[config.mk]
export PLATFORM = sky130hd
export DESIGN_NAME = pecb_top
export DESIGN_NICKNAME = d
export VERILOG_FILES = /design/src/rtl/pecb_pkg.sv /design/src/rtl/pecb_tally_if.sv /design/src/rtl/pecb_sat_counter.sv /design/src/rtl/pecb_top.sv
export VERILOG_INCLUDE_DIRS = /design/src /design/src/rtl
export SDC_FILE = /design/constraint.sdc
export NUM_CORES = 1
export LEC_CHECK = 0
export BUFFER_PORTS_ARGS = -buffer_cell sky130_fd_sc_hd__buf_2
export CAP_MARGIN = 30
export CORE_MARGIN = 1.5
export CORE_UTILIZATION = 52
export DETAILED_ROUTE_END_ITERATION = 10
export PLACE_DENSITY = 0.81
export SETUP_SLACK_MARGIN = 0.02
export SLEW_MARGIN = 0
export SYNTH_ARGS = -nofsm -noshare
export SYNTH_HDL_FRONTEND = slang
export SYNTH_SLANG_ARGS = --single-unit
export TNS_END_PERCENT = 30
[constraint.sdc]
create_clock -name clk -period 2.1 [get_ports clk]
set_input_delay 0.105 -clock clk [delete_from_list [all_inputs] [get_ports clk]]
set_output_delay 0.105 -clock clk [all_outputs]
set_load 0.02 [all_outputs]
[src/rtl/pecb_consts.svh]
// Offsets, field positions, reset values and bit counts of the PHY counter and self-test block.
`ifndef PECB_CONSTS_SVH
`define PECB_CONSTS_SVH

// ==========================================================================
// Register indices; the APB byte address is four times the index.
`define PECB_IDX_FC_TALLY   6'h14
`define PECB_IDX_RE_TALLY   6'h15
`define PECB_IDX_SELF_TEST  6'h16
`define PECB_IDX_IRQ_STATUS 6'h18
`define PECB_IDX_IRQ_MASK   6'h19
`define PECB_IDX_BIST_ERR   6'h1A

// ==========================================================================
// Field positions.
`define PECB_CTL_CONT_BIT   14
`define PECB_CTL_PRBS_BIT   13
`define PECB_CTL_GEN_BIT    12
`define PECB_CTL_LOCK_BIT   11
`define PECB_CTL_LOSS_BIT   10
`define PECB_IRQ_FC_BIT     9
`define PECB_IRQ_RE_BIT     8

// ==========================================================================
// Widths, reset values and the constant packet byte.
`define PECB_FC_WIDTH       8
`define PECB_RE_WIDTH       16
`define PECB_ERR_WIDTH      16
`define PECB_CTL_RESET      3'h0
`define PECB_MASK_RESET     2'h0
`define PECB_CONST_BYTE     8'h55

// ==========================================================================
// Bit counts of the packet generator and checker.
`define PECB_PKT_BITS       512
`define PECB_GAP_BITS       96
`define PECB_LOCK_BITS      32

`endif

[src/rtl/pecb_pkg.sv]
// Types shared by the PHY counter and self-test block.
package pecb_pkg;

  typedef enum logic [1:0] {
    GEN_IDLE = 2'b00,
    GEN_SEND = 2'b01,
    GEN_GAP  = 2'b10,
    GEN_DONE = 2'b11
  } pecb_gen_state_t;

  typedef logic [14:0] pecb_lfsr_t;

endpackage : pecb_pkg

[src/rtl/pecb_tally_if.sv]
// Interface between the register logic and one saturating tally.
`timescale 1ns/1ps

interface pecb_tally_if #(parameter int WIDTH = 8);
  logic             inc;
  logic             rd_clr;
  logic [WIDTH-1:0] count;
  logic             half_evt;

  modport counter (input inc, input rd_clr, output count, output half_evt);
  modport owner   (output inc, output rd_clr, input count, input half_evt);
endinterface : pecb_tally_if

[src/rtl/pecb_sat_counter.sv]
// Saturating clear-on-read tally with a half-full event.
`timescale 1ns/1ps

module pecb_sat_counter #(
  parameter int WIDTH = 8
) (
  input  wire logic        clk,
  input  wire logic        reset_n,
  pecb_tally_if.counter    tally
);

  localparam logic [WIDTH-1:0] MAX_VAL  = {WIDTH{1'b1}};
  localparam logic [WIDTH-1:0] HALF_VAL = {1'b0, {(WIDTH-1){1'b1}}};

  if (WIDTH < 2)
  begin : g_check
    $error("pecb_sat_counter needs WIDTH of at least 2");
  end

  logic [WIDTH-1:0] count_q;
  logic [WIDTH-1:0] count_d;
  logic             half_q;
  logic             half_d;

  // ==========================================================================
  // Next count
  // A read clears first; an event in the same cycle is then counted so none is lost.
  always_comb
  begin
    count_d = tally.rd_clr ? '0 : count_q;
    if (tally.inc && (count_d != MAX_VAL))
    begin
      count_d = count_d + 1'b1;
    end
    half_d = (count_d > HALF_VAL) && (count_q <= HALF_VAL);
  end

  always_ff @(posedge clk or negedge reset_n)
  begin
    if (!reset_n)
    begin
      count_q <= '0;
      half_q  <= 1'b0;
    end
    else
    begin
      count_q <= count_d;
      half_q  <= half_d;
    end
  end

  assign tally.count    = count_q;
  assign tally.half_evt = half_q;

endmodule : pecb_sat_counter

[src/rtl/pecb_top.sv]
// PHY statistics counters and self-test control with an APB register slave.
//
// Overview of operation
// Reserved false-carrier bits 15:8 and self-test bit 15 read zero, ignore writes.
// Eight-bit false-carrier tally counts each false carrier event by one.
// False-carrier tally holds at 0xFF.
// False-carrier tally passing 0x7F raises a half-full event.
// Reading the false-carrier register returns the tally, then zeroes it.
// Sixteen-bit receive-error tally counts errors with data valid, carrier, bad symbol.
// No receive-error counting while MII loopback is active.
// Receive-error tally holds at 0xFFFF without wrapping.
// Receive-error tally passing 0x7FFF raises a half-full event.
// Reading the receive-error register returns the tally, then zeroes it.
// Continuous mode: error counter pulses at maximum and restarts from zero.
// Single mode: checker stops counting once the error counter reaches maximum.
// PRBS mode: generator sends continuous PRBS packets; checker stays active.
// Constant mode: generator sends one constant packet; PRBS generation, checking off.
// Bit 12 enables the packet generator; it resets to zero.
// Bit 11 reads one while the checker is locked.
// Bit 10 latches one when the checker loses sync.
// Reading clears the sync-loss bit unless sync is still lost.
// Half-full events set clear-on-read pending flags, each gated by its enable.
//
// Chosen here: the APB register port.
`timescale 1ns/1ps
`include "pecb_consts.svh"

module pecb_top #(
  parameter int unsigned PKT_BITS  = `PECB_PKT_BITS,
  parameter int unsigned GAP_BITS  = `PECB_GAP_BITS,
  parameter int unsigned LOCK_BITS = `PECB_LOCK_BITS
) (
  input  wire logic        clk,
  input  wire logic        reset_n,
  input  wire logic        psel,
  input  wire logic        penable,
  input  wire logic        pwrite,
  input  wire logic [7:0]  paddr,
  input  wire logic [31:0] pwdata,
  output logic      [31:0] prdata,
  output logic             pready,
  output logic             pslverr,
  input  wire logic        false_carrier_evt,
  input  wire logic        rx_dv,
  input  wire logic        rx_carrier_valid,
  input  wire logic        rx_invalid_symbol,
  input  wire logic        mii_loopback,
  input  wire logic        rx_bit,
  output logic             tx_en,
  output logic             tx_bit,
  output logic             prbs_max_pulse,
  output logic             irq
);

  if ((PKT_BITS < 8) || (PKT_BITS > 65535) || (GAP_BITS < 1) || (GAP_BITS > 65535)
      || (LOCK_BITS < 2) || (LOCK_BITS > 255))
  begin : g_check
    $error("pecb_top bit counts out of range");
  end

  localparam logic [15:0] PKT_LAST  = 16'(PKT_BITS - 1);
  localparam logic [15:0] GAP_LAST  = 16'(GAP_BITS - 1);
  localparam logic [7:0]  LOCK_LAST = 8'(LOCK_BITS - 1);
  localparam logic [`PECB_ERR_WIDTH-1:0] ERR_MAX = {`PECB_ERR_WIDTH{1'b1}};
  localparam logic [7:0]  CONST_BYTE = `PECB_CONST_BYTE;

  // ==========================================================================
  // APB decode
  // Read data is captured in the setup cycle, and the clear-on-read effects act at
  // that same edge, so an event arriving during the access phase lands in the new tally.
  logic        setup;
  logic        access;
  logic [5:0]  idx;
  logic        hit_fc;
  logic        hit_re;
  logic        hit_ctl;
  logic        hit_ist;
  logic        hit_msk;
  logic        hit_err;
  logic        mapped;
  logic        rd_setup;
  logic        wr_access;
  logic [31:0] prdata_q;
  logic [31:0] prdata_d;
  logic        err_q;
  logic        err_d;

  assign setup     = psel && !penable;
  assign access    = psel && penable;
  assign idx       = paddr[7:2];
  assign hit_fc    = (idx == `PECB_IDX_FC_TALLY);
  assign hit_re    = (idx == `PECB_IDX_RE_TALLY);
  assign hit_ctl   = (idx == `PECB_IDX_SELF_TEST);
  assign hit_ist   = (idx == `PECB_IDX_IRQ_STATUS);
  assign hit_msk   = (idx == `PECB_IDX_IRQ_MASK);
  assign hit_err   = (idx == `PECB_IDX_BIST_ERR);
  assign mapped    = (paddr[1:0] == 2'h0)
                     && (hit_fc || hit_re || hit_ctl || hit_ist || hit_msk || hit_err);
  assign rd_setup  = setup && !pwrite && mapped;
  assign wr_access = access && pwrite && !err_q;

  assign pready  = 1'b1;
  assign pslverr = access && err_q;
  assign prdata  = prdata_q;

  // ==========================================================================
  // Control and mask registers
  logic [2:0] ctl_q;
  logic [2:0] ctl_d;
  logic [1:0] mask_q;
  logic [1:0] mask_d;
  logic       prbs_mode;
  logic       gen_enable;
  logic       cont_mode;

  // Only control bits 14:12 and mask bits 9:8 are writable; reserved and status bits drop writes.
  always_comb
  begin
    ctl_d  = ctl_q;
    mask_d = mask_q;
    if (wr_access && hit_ctl)
    begin
      ctl_d = pwdata[`PECB_CTL_CONT_BIT:`PECB_CTL_GEN_BIT];
    end
    if (wr_access && hit_msk)
    begin
      mask_d = pwdata[`PECB_IRQ_FC_BIT:`PECB_IRQ_RE_BIT];
    end
  end

  always_ff @(posedge clk or negedge reset_n)
  begin
    if (!reset_n)
    begin
      ctl_q  <= `PECB_CTL_RESET;
      mask_q <= `PECB_MASK_RESET;
    end
    else
    begin
      ctl_q  <= ctl_d;
      mask_q <= mask_d;
    end
  end

  assign cont_mode  = ctl_q[2];
  assign prbs_mode  = ctl_q[1];
  assign gen_enable = ctl_q[0];

  // ==========================================================================
  // Statistics tallies
  pecb_tally_if #(.WIDTH(`PECB_FC_WIDTH)) fc_if ();
  pecb_tally_if #(.WIDTH(`PECB_RE_WIDTH)) re_if ();

  assign fc_if.inc    = false_carrier_evt;
  assign fc_if.rd_clr = rd_setup && hit_fc;
  assign re_if.inc    = rx_dv && rx_carrier_valid && rx_invalid_symbol && !mii_loopback;
  assign re_if.rd_clr = rd_setup && hit_re;

  // Saturation and the half-full crossing live in the counter module.
  pecb_sat_counter #(.WIDTH(`PECB_FC_WIDTH)) u_fc_tally (
    .clk     (clk),
    .reset_n (reset_n),
    .tally   (fc_if)
  );

  pecb_sat_counter #(.WIDTH(`PECB_RE_WIDTH)) u_re_tally (
    .clk     (clk),
    .reset_n (reset_n),
    .tally   (re_if)
  );

  // ==========================================================================
  // Interrupt pending flags
  logic [1:0] ist_q;
  logic [1:0] ist_d;
  logic [1:0] ist_set;
  logic [1:0] ist_clr;

  assign ist_set = {fc_if.half_evt, re_if.half_evt};

  // A read clears both flags and a write of one clears that flag; a new event wins.
  always_comb
  begin
    ist_clr = '0;
    if (rd_setup && hit_ist)
    begin
      ist_clr = 2'h3;
    end
    if (wr_access && hit_ist)
    begin
      ist_clr = ist_clr | pwdata[`PECB_IRQ_FC_BIT:`PECB_IRQ_RE_BIT];
    end
    ist_d = (ist_q & ~ist_clr) | ist_set;
  end

  always_ff @(posedge clk or negedge reset_n)
  begin
    if (!reset_n)
    begin
      ist_q <= '0;
    end
    else
    begin
      ist_q <= ist_d;
    end
  end

  assign irq = |(ist_q & mask_q);

  // ==========================================================================
  // Packet generator
  pecb_pkg::pecb_gen_state_t gen_state_q;
  pecb_pkg::pecb_gen_state_t gen_state_d;
  logic [15:0]       bit_cnt_q;
  logic [15:0]       bit_cnt_d;
  logic              tx_en_q;
  logic              tx_en_d;
  logic              tx_bit_q;
  logic              tx_bit_d;
  pecb_pkg::pecb_lfsr_t gen_lfsr_q;
  pecb_pkg::pecb_lfsr_t gen_lfsr_d;
  logic              gen_prbs_bit;

  assign gen_prbs_bit = gen_lfsr_q[14] ^ gen_lfsr_q[13];

  always_comb
  begin
    gen_state_d = gen_state_q;
    bit_cnt_d   = bit_cnt_q;
    tx_en_d     = 1'b0;
    tx_bit_d    = 1'b0;
    gen_lfsr_d  = gen_lfsr_q;
    case (gen_state_q)
      pecb_pkg::GEN_IDLE:
      begin
        bit_cnt_d = '0;
        if (gen_enable)
        begin
          gen_state_d = pecb_pkg::GEN_SEND;
        end
      end
      pecb_pkg::GEN_SEND:
      begin
        tx_en_d   = 1'b1;
        bit_cnt_d = bit_cnt_q + 16'h1;
        if (prbs_mode)
        begin
          tx_bit_d   = gen_prbs_bit;
          gen_lfsr_d = {gen_lfsr_q[13:0], gen_prbs_bit};
        end
        else
        begin
          tx_bit_d = CONST_BYTE[bit_cnt_q[2:0]];
        end
        if (bit_cnt_q == PKT_LAST)
        begin
          bit_cnt_d   = '0;
          gen_state_d = prbs_mode ? pecb_pkg::GEN_GAP : pecb_pkg::GEN_DONE;
        end
      end
      pecb_pkg::GEN_GAP:
      begin
        bit_cnt_d = bit_cnt_q + 16'h1;
        if (bit_cnt_q == GAP_LAST)
        begin
          bit_cnt_d   = '0;
          gen_state_d = prbs_mode ? pecb_pkg::GEN_SEND : pecb_pkg::GEN_DONE;
        end
      end
      pecb_pkg::GEN_DONE:
      begin
        bit_cnt_d = '0;
      end
      default:
      begin
        gen_state_d = pecb_pkg::GEN_IDLE;
      end
    endcase
    if (!gen_enable)
    begin
      gen_state_d = pecb_pkg::GEN_IDLE;
      tx_en_d     = 1'b0;
      tx_bit_d    = 1'b0;
    end
  end

  always_ff @(posedge clk or negedge reset_n)
  begin
    if (!reset_n)
    begin
      gen_state_q <= pecb_pkg::GEN_IDLE;
      bit_cnt_q   <= '0;
      tx_en_q     <= 1'b0;
      tx_bit_q    <= 1'b0;
      gen_lfsr_q  <= 15'h7FFF;
    end
    else
    begin
      gen_state_q <= gen_state_d;
      bit_cnt_q   <= bit_cnt_d;
      tx_en_q     <= tx_en_d;
      tx_bit_q    <= tx_bit_d;
      gen_lfsr_q  <= gen_lfsr_d;
    end
  end

  assign tx_en  = tx_en_q;
  assign tx_bit = tx_bit_q;

  // ==========================================================================
  // PRBS checker
  // The checker predicts each bit from the last fifteen received, so it needs no seed;
  // a single bit error therefore drops lock, a deliberate simplicity.
  logic                        chk_active;
  logic                        chk_run;
  logic [14:0]                 hist_q;
  logic [14:0]                 hist_d;
  logic [7:0]                  good_q;
  logic [7:0]                  good_d;
  logic                        lock_q;
  logic                        lock_d;
  logic                        loss_q;
  logic                        loss_d;
  logic [`PECB_ERR_WIDTH-1:0]  err_cnt_q;
  logic [`PECB_ERR_WIDTH-1:0]  err_cnt_d;
  logic                        max_pulse_q;
  logic                        max_pulse_d;
  logic                        match;
  logic                        bit_err;

  assign chk_active = prbs_mode;
  assign chk_run    = chk_active && !(!cont_mode && (err_cnt_q == ERR_MAX));
  assign match      = (rx_bit == (hist_q[14] ^ hist_q[13]));
  assign bit_err    = chk_run && lock_q && !match;

  always_comb
  begin
    hist_d      = hist_q;
    good_d      = good_q;
    lock_d      = lock_q;
    err_cnt_d   = err_cnt_q;
    max_pulse_d = 1'b0;
    if (!chk_active)
    begin
      good_d = '0;
      lock_d = 1'b0;
    end
    else if (chk_run)
    begin
      hist_d = {hist_q[13:0], rx_bit};
      if (!match)
      begin
        good_d = '0;
        lock_d = 1'b0;
      end
      else if (good_q == LOCK_LAST)
      begin
        lock_d = 1'b1;
      end
      else
      begin
        good_d = good_q + 8'h1;
      end
      if (bit_err)
      begin
        if (err_cnt_q == ERR_MAX)
        begin
          err_cnt_d   = '0;
          max_pulse_d = 1'b1;
        end
        else
        begin
          err_cnt_d = err_cnt_q + 1'b1;
        end
      end
    end
    // Loss stays set on a read while the checker is active without lock.
    loss_d = loss_q;
    if (rd_setup && hit_ctl && !(chk_active && !lock_q))
    begin
      loss_d = 1'b0;
    end
    if (lock_q && !lock_d)
    begin
      loss_d = 1'b1;
    end
  end

  always_ff @(posedge clk or negedge reset_n)
  begin
    if (!reset_n)
    begin
      hist_q      <= '0;
      good_q      <= '0;
      lock_q      <= 1'b0;
      loss_q      <= 1'b0;
      err_cnt_q   <= '0;
      max_pulse_q <= 1'b0;
    end
    else
    begin
      hist_q      <= hist_d;
      good_q      <= good_d;
      lock_q      <= lock_d;
      loss_q      <= loss_d;
      err_cnt_q   <= err_cnt_d;
      max_pulse_q <= max_pulse_d;
    end
  end

  assign prbs_max_pulse = max_pulse_q;

  // ==========================================================================
  // Read data and slave error
  always_comb
  begin
    prdata_d = prdata_q;
    err_d    = err_q;
    if (setup)
    begin
      prdata_d = '0;
      err_d    = !mapped;
      if (!pwrite && mapped)
      begin
        if (hit_fc)
        begin
          prdata_d[`PECB_FC_WIDTH-1:0] = fc_if.count;
        end
        if (hit_re)
        begin
          prdata_d[`PECB_RE_WIDTH-1:0] = re_if.count;
        end
        if (hit_ctl)
        begin
          prdata_d[`PECB_CTL_CONT_BIT:`PECB_CTL_GEN_BIT] = ctl_q;
          prdata_d[`PECB_CTL_LOCK_BIT] = lock_q;
          prdata_d[`PECB_CTL_LOSS_BIT] = loss_q;
        end
        if (hit_ist)
        begin
          prdata_d[`PECB_IRQ_FC_BIT:`PECB_IRQ_RE_BIT] = ist_q;
        end
        if (hit_msk)
        begin
          prdata_d[`PECB_IRQ_FC_BIT:`PECB_IRQ_RE_BIT] = mask_q;
        end
        if (hit_err)
        begin
          prdata_d[`PECB_ERR_WIDTH-1:0] = err_cnt_q;
        end
      end
    end
  end

  always_ff @(posedge clk or negedge reset_n)
  begin
    if (!reset_n)
    begin
      prdata_q <= '0;
      err_q    <= 1'b0;
    end
    else
    begin
      prdata_q <= prdata_d;
      err_q    <= err_d;
    end
  end

endmodule : pecb_top

==> impl_metrics.toml, run 1 <==
[route]
first_iter_violations = 365
drc_errors = 0
first_pass_iters = 7
antenna_left = 0
finalWirelength_um = 14300
viasPerCell = 5.76
num_vias = 5044
wl_per_cell_um = 16.3

[final_layout]
ff_latch_area_sq_mm = 0.00320
fin_nets = 775
drive_gt1_share_pct = 25.5
multiInputGateArea_sq_mm = 0.00310
num-fill-cells = 933
finish.utilization_pct = 64.5
diodes = 0
syn_to_final_growth_pct = 20.9

[sta]
fin_crit_sh_pct = 98.3
worst_slew_pin_slew_ps = 763
rsz0062_at_grt = "true"
drv_slew = 0
hold_viol = 0
final.setup_skew_ps = 7.29
period_minus_slack_ps = 2060
setup_viol = 0
slew-limit-headroom_pct = 49.1
max_freq_mhz = 485
tns_ps = 0

[logic_synthesis]
synthCells = 625
synth_seq_area_share_pct = 49.9
synthDistinctLibCells = 66
yosys_warnings = 0
netlist.top_cell.by_area = "dfrtp_1"
synthTopCellsByArea = "dfrtp_1 (44%), mux2_2 (6.7%), dfstp_2 (6.1%), nor2_1 (3.4%), nand2_1 (3.3%)"
ys_ff_latch = 127
async_flop_share_pct = 100
synthFlopType = "dfrtp_1"
synth_top_area_share_pct = 43.7
synth_area_per_cell_sq_um = 10.3
synth_edf_count = 0
syn-cell-area_sq_mm = 0.00641

[cts]
path_clk_slew_ps = 60
cts.root.buffer_cell = "clkbuf_16"
clock_latency_ps = 410
clock-sinks = 127
max-clock-path-buffers = 2
cts_tree = "yes"
cts_made_buffers = 17
ctsHtreeMaxLevel = 4

[pwr]
p_per_area_mw_per_mm2 = 792
vdd_drop_max_mv = 0.509
p_total_mw = 6.14
cellLeakagePower_nw = 3.50

[status]
outcome = "finished clean"

[grt]
grt_overflow = 0
grt_max_degree = 64
antenna_found_initial = 0
grt_usage_pct = 23.7
grt_pass1_wl_um = 24300
grt_pass1_vias = 5051

[worst_setup_path]
path_max_fanout = 3
arrival_ps = 2400
worstSetupEndpointType = "flop"
critPathKind = "reg2reg"
startpoint_type = "flop"
crit_required_ps = 2440

[floorplanning]
die_h_um = 114
core-area_sq_mm = 0.0120
dieArea_sq_mm = 0.0130
initial_core_util_pct = 53.4
io_pins = 89
die_x_um = 114
fp-row-count = 40

[flow_run]
cap_viol_max_count = 0

[min_path]
hp-class = "in2reg"

[place]
gp_congestion = 0.853
io_buffers = 44
place_hpwl_um = 9930
-- registers in the layout (all words and copies together) (netlist names), 2 cells and up --
signal                  count
prdata                     16
bit_cnt_q                  16
ist_q                       2
hist_q                     15
gen_state_q                 2
err_cnt_q                  16
mask_q                      2
ctl_q                       3
good_q                      8
gen_lfsr_q                 15
u_fc_tally.tally.count      8
u_re_tally.tally.count     16
-- per-layer routing --
metal	vias to the layer above	wire, um	part of all wire (%)	GRT usage (%)
met5	-	0	0	0
met4	0	188	1.3	7.00
met3	19	636	4.4	5.53
met2	133	7080	50	39.9
met1	2490	6400	45	30.8
li1	2402	-	-	-
-- cells in the mapped netlist (6+ instances only) --
master,n
clkbuf_1,12
dfstp_2,15
buf_4,17
nand3_1,27
ha_1,8
xor2_1,13
dfrtp_1,112
nor3_1,9
and4_1,7
nand2_1,56
buf_2,6
nor2_1,58
mux2_2,38
a222oi_1,7
nand4_1,16
and2_1,11
nand2b_1,6
and3_1,10
o21ai_0,41
xnor2_1,20
a21oi_1,28
or3_1,11
mux2i_1,11
inv_1,13
-- cells in the final DEF, fill, tap and decap left out, drive strengths merged, types with 11 or more instances in the layout --
cell type and count:
dfrtp 112, buf 85, nor2 59, nand2 56
o21ai 42, mux2 39, a21oi 28, nand3 27
clkbuf 24, xnor2 20, conb 17, nand4 16
dfstp 15, inv 13, xor2 13, and2 12
or3 11, mux2i 11
-- cells by family (layout without fill, tap and decap cells) --
group,count (synthesis),count (layout),share of synthesized area [%]
and+or+nand+nor,245,245,20.0
other,2,17,0.117
AOI/OAI and AO/OA,111,111,11.1
muxes,50,50,8.57
DFF,127,127,49.9
adders and majority gates,8,8,1.56
xor gates and xnor gates,34,34,4.86
buffers and inverters,48,136,3.92
-- cell type report --
class,instances,area share (%)
sequential,127,41.2
multi-input combinational,465,40.0
timing repair buffer,92,8.09
clock buffer,24,6.21
tap,147,2.37
clock inverter,7,1.40
inverter,13,0.630
-- per-stage QoR --
| step | instances | worst slack, ps | area, sq um | hold slack (ps) |
|---|---|---|---|---|
| finish | 875 | 36.6 | 7750 | 15.9 |
| global route | 875 | -11.7 | 7750 | 28.8 |
| detailed placement | 830 | -68.8 | 6970 | -19.8 |
| floorplan | 640 | -24.6 | 6500 | -191 |
| CTS | 872 | 45.1 | 7700 | 3.71 |
| global placement | 830 | -14.7 | 6970 | -27.5 |
-- worst max-delay path, cell delays in order (launching register included) --
cell	delay (ps)
dfrtp_1	400
or4_4	570
o41ai_4	420
o311ai_4	190
mux2_4	330
nor2_2	80
-- worst paths after layout --
kind	start	endpoint	slack (ps)	depth (start not counted)
setup / recovery	bit_cnt_q[13]	gen_state_q[0]	40	5
hold / removal	paddr[0]	err_q	20	3
setup reg to reg	bit_cnt_q[13]	gen_state_q[0]	40	5
hold reg to reg	u_re_tally.tally.half_evt	ist_q[0]	440	1
max in group asynchronous	reset_n	gen_lfsr_q[5]	1360	3
min in group asynchronous	reset_n	prbs_max_pulse	100	2
-- power by group --
group	total (mW)	switching [mW]	internal [mW]
combinational	0.496	0.275	0.221
clock	2.97	1.02	1.94
sequential	2.68	0.128	2.55
total	6.14	1.42	4.72
-- timing repair --
item / in CTS / in global routing
buffers inserted: 4 / 2
hold buffers: 7 / 0
cloned: 0 / 1
gates resized for setup: 4 / 6
pin swaps: 3 / 2
setup endpoints to repair: 1 / 24
endpoints found under the hold margin: 118 / 0
Note: power is estimated with default switching activity, not from simulation.
==> run 2: changes to the inputs <==
--- a/config.mk
+++ b/config.mk
@@ -9,12 +9,13 @@
 export BUFFER_PORTS_ARGS = -buffer_cell sky130_fd_sc_hd__buf_2
 export CAP_MARGIN = 30
 export CORE_MARGIN = 1.5
-export CORE_UTILIZATION = 52
+export CORE_UTILIZATION = 35
 export DETAILED_ROUTE_END_ITERATION = 10
-export PLACE_DENSITY = 0.81
+export PLACE_DENSITY = 0.6
 export SETUP_SLACK_MARGIN = 0.02
 export SLEW_MARGIN = 0
 export SYNTH_ARGS = -nofsm -noshare
 export SYNTH_HDL_FRONTEND = slang
+export SYNTH_HIERARCHICAL = 1
 export SYNTH_SLANG_ARGS = --single-unit
 export TNS_END_PERCENT = 30
==> run 2 against run 1 <==
Net effect: the run now ends with design-rule violations, negative setup slack left; synthesized cell count is 4.0% lower; routed wire length increased by 16%; highest routed layer unchanged; synthesized area grew 2.0%; die area increased by 50%; hold slack better by 38 ps; utilization down 17 points; via count up 3.0%; register-to-register slack lost 40 ps.
==> impl_metrics.toml, run 2 <==
[status]
outcome = "finished, violations left"
violations = "design-rule violations, negative setup slack"

[logic_synthesis]
synthDistinctLibCells = 80
synthTopCellsByArea = "dfrtp_1 (43%), dfstp_2 (6.0%), mux2_2 (4.8%), nand2_1 (3.1%), nor2_1 (3.0%)"
synth_seq_area_share_pct = 48.9
synth_edf_count = 0
netlist.top_cell.by_area = "dfrtp_1"
syn-cell-area_sq_mm = 0.00654
synth_area_per_cell_sq_um = 10.9
async_flop_share_pct = 100
synth_top_area_share_pct = 42.9
yosys_warnings = 6
netlist_top_cells_count = "dfrtp_1 (112), nand2_1 (54), nor2_1 (52)"
yosysMostFrequentCell = "dfrtp_1"
synthFlopType = "dfrtp_1"
ys_ff_latch = 127
synthCells = 600

[final_layout]
mostFrequentLayoutCells = "dfrtp_1 (112), buf_4 (81), nand2_1 (54), nor2_1 (52), buf_2 (42)"
syn_to_final_growth_pct = 31.0
design_area_sq_mm = 0.00857
mostFrequentLayoutCell = "dfrtp_1"
diodes = 0
drive_gt1_share_pct = 36.1
finalNonFillerCells = 980
fin_nets = 797

[grt]
grt_max_degree = 56
grt_pass1_wl_um = 26800
grt_overflow = 0
grt_usage_pct = 17.4
grt_pass1_vias = 5230
antenna_found_initial = 0

[sta]
period_minus_slack_ps = 2140
max_freq_mhz = 467
fin_crit_sh_pct = 102
setup_viol = 3
tns_ps = -43.8
rsz0062_at_grt = "true"
slew-limit-headroom_pct = 60.4
worst_slack_ps = -43.0
drv_slew = 0
hold_viol = 0
final.setup_skew_ps = 10.0
worst_slew_pin_slew_ps = 593

[floorplanning]
die_h_um = 140
fp-row-count = 49
die_x_um = 140
core-area_sq_mm = 0.0181
dieArea_sq_mm = 0.0195
io_pins = 89
initial_core_util_pct = 36.0

[worst_setup_path]
path_max_fanout = 5
reg2reg_depth = 7
arrival_ps = 2450
crit_required_ps = 2410
reg2reg_from = "err_cnt_q[0]"
worstSetupEndpointType = "flop"
startpoint_type = "input pin"
rr_endpoint = "hist_q[9]"
worst-r2r-setup-slack_ps = 0
critPathKind = "in2reg"

[pwr]
cellLeakagePower_nw = 3.93
vdd_drop_max_mv = 0.591
p_per_area_mw_per_mm2 = 788

[cts]
cts_tree = "yes"
cts_made_buffers = 17
path_clk_slew_ps = 60
ctsHtreeMaxLevel = 4
clock_latency_ps = 420
cts.root.buffer_cell = "clkbuf_16"
clock-sinks = 127
max-clock-path-buffers = 2

[min_path]
whs_endpoint = "u_fc_tally/tally.count[2]"
worstHoldStart = "false_carrier_evt"
hold_path_depth = 3
hp-class = "in2reg"

[route]
antenna_left = 0
viasPerCell = 5.30
drc_errors = 3
wl_per_cell_um = 16.9
num_vias = 5196
finalWirelength_um = 16600
first_pass_iters = 9
first_iter_violations = 432

[place]
dp_slack_ps = -472
gp_congestion = 0.835
dp.cells = 923
io_buffers = 44
place_hpwl_um = 11700
post_dp_cell_area_sq_mm = 0.00756

[flow_run]
cap_viol_max_count = 0
## run 2: area by class of cell
class,instances,area (sq um)
clock buffer,18,429
clock inverter,14,229
fill,1642,9580
inverter,8,30.0
multi-input combinational,443,3310
sequential,127,3200
tap,229,287
timing repair buffer,141,1080
## run 2: worst max-delay path, stage by stage
cell	delay, ps
buf_6	90
a211o_1	270
a211o_1	250
or3_4	420
nor3_4	190
buf_12	150
nor2b_4	50
ha_4	160
nand3_4	60
nor3_4	60
a21boi_4	160
nor2b_4	170
mux2_4	300
## run 2: repair_timing
action                     4_1_cts  5_1_grt
cloned                           1        1
gates resized for setup         15       13
hold endpoints to repair        40        0
pin swaps                        5        7
setup endpoints to repair       27       46
hold buffers                     7        0
setup buffers                    6       11
## run 2: metrics by stage
step	hold slack [ps]	power (mW)	utilization, %
after floorplan	-191	3.13	-
final	53.5	6.75	47.2
after global placement	103	3.37	41.7
after CTS	22.0	6.75	46.4
after detailed placement	108	3.40	41.7
after global routing	70.8	7.00	47.2
## run 2: cells by family (layout without fill, tap and decap cells)
family,Yosys count,count (layout),synth area share [%]
and+or+nand+nor,233,233,20.6
muxes,48,48,8.75
xor gates and xnor gates,34,34,4.77
DFF,127,127,48.9
buffers and inverters,45,181,4.08
adders and majority gates,8,8,1.53
other,2,17,0.115
AOI/OAI and AO/OA,103,103,11.3
## run 2: worst max path at each step
stage	start	to	slack, ps	cells after the start
4_1_cts	err_cnt_q[0]	hist_q[3]	10	7
6_report	paddr[2]	u_re_tally/tally.count[4]	-40	13
2_1_floorplan	paddr[2]	u_re_tally/tally.count[4]	-510	13
3_3_place_gp	paddr[2]	u_re_tally/tally.count[1]	-410	13
5_1_grt	paddr[2]	u_re_tally/tally.count[4]	-90	13
3_5_place_dp	paddr[2]	u_fc_tally/tally.count[3]	-470	12
## run 2: where the power goes
group	total, mW	internal [mW]	switching (mW)
Clock	3.30	2.13	1.17
Combinational	0.714	0.367	0.346
Sequential	2.73	2.56	0.175
Total	6.75	5.06	1.69
## run 2: per-layer routing
layer	vias to the layer above	global-route usage, %	part of all wire, %
met3	17	4.58	5.9
met1	2581	22.7	44
met2	170	28.7	49
met5	-	0	0
met4	0	4.65	1.1
li1	2428	-	-
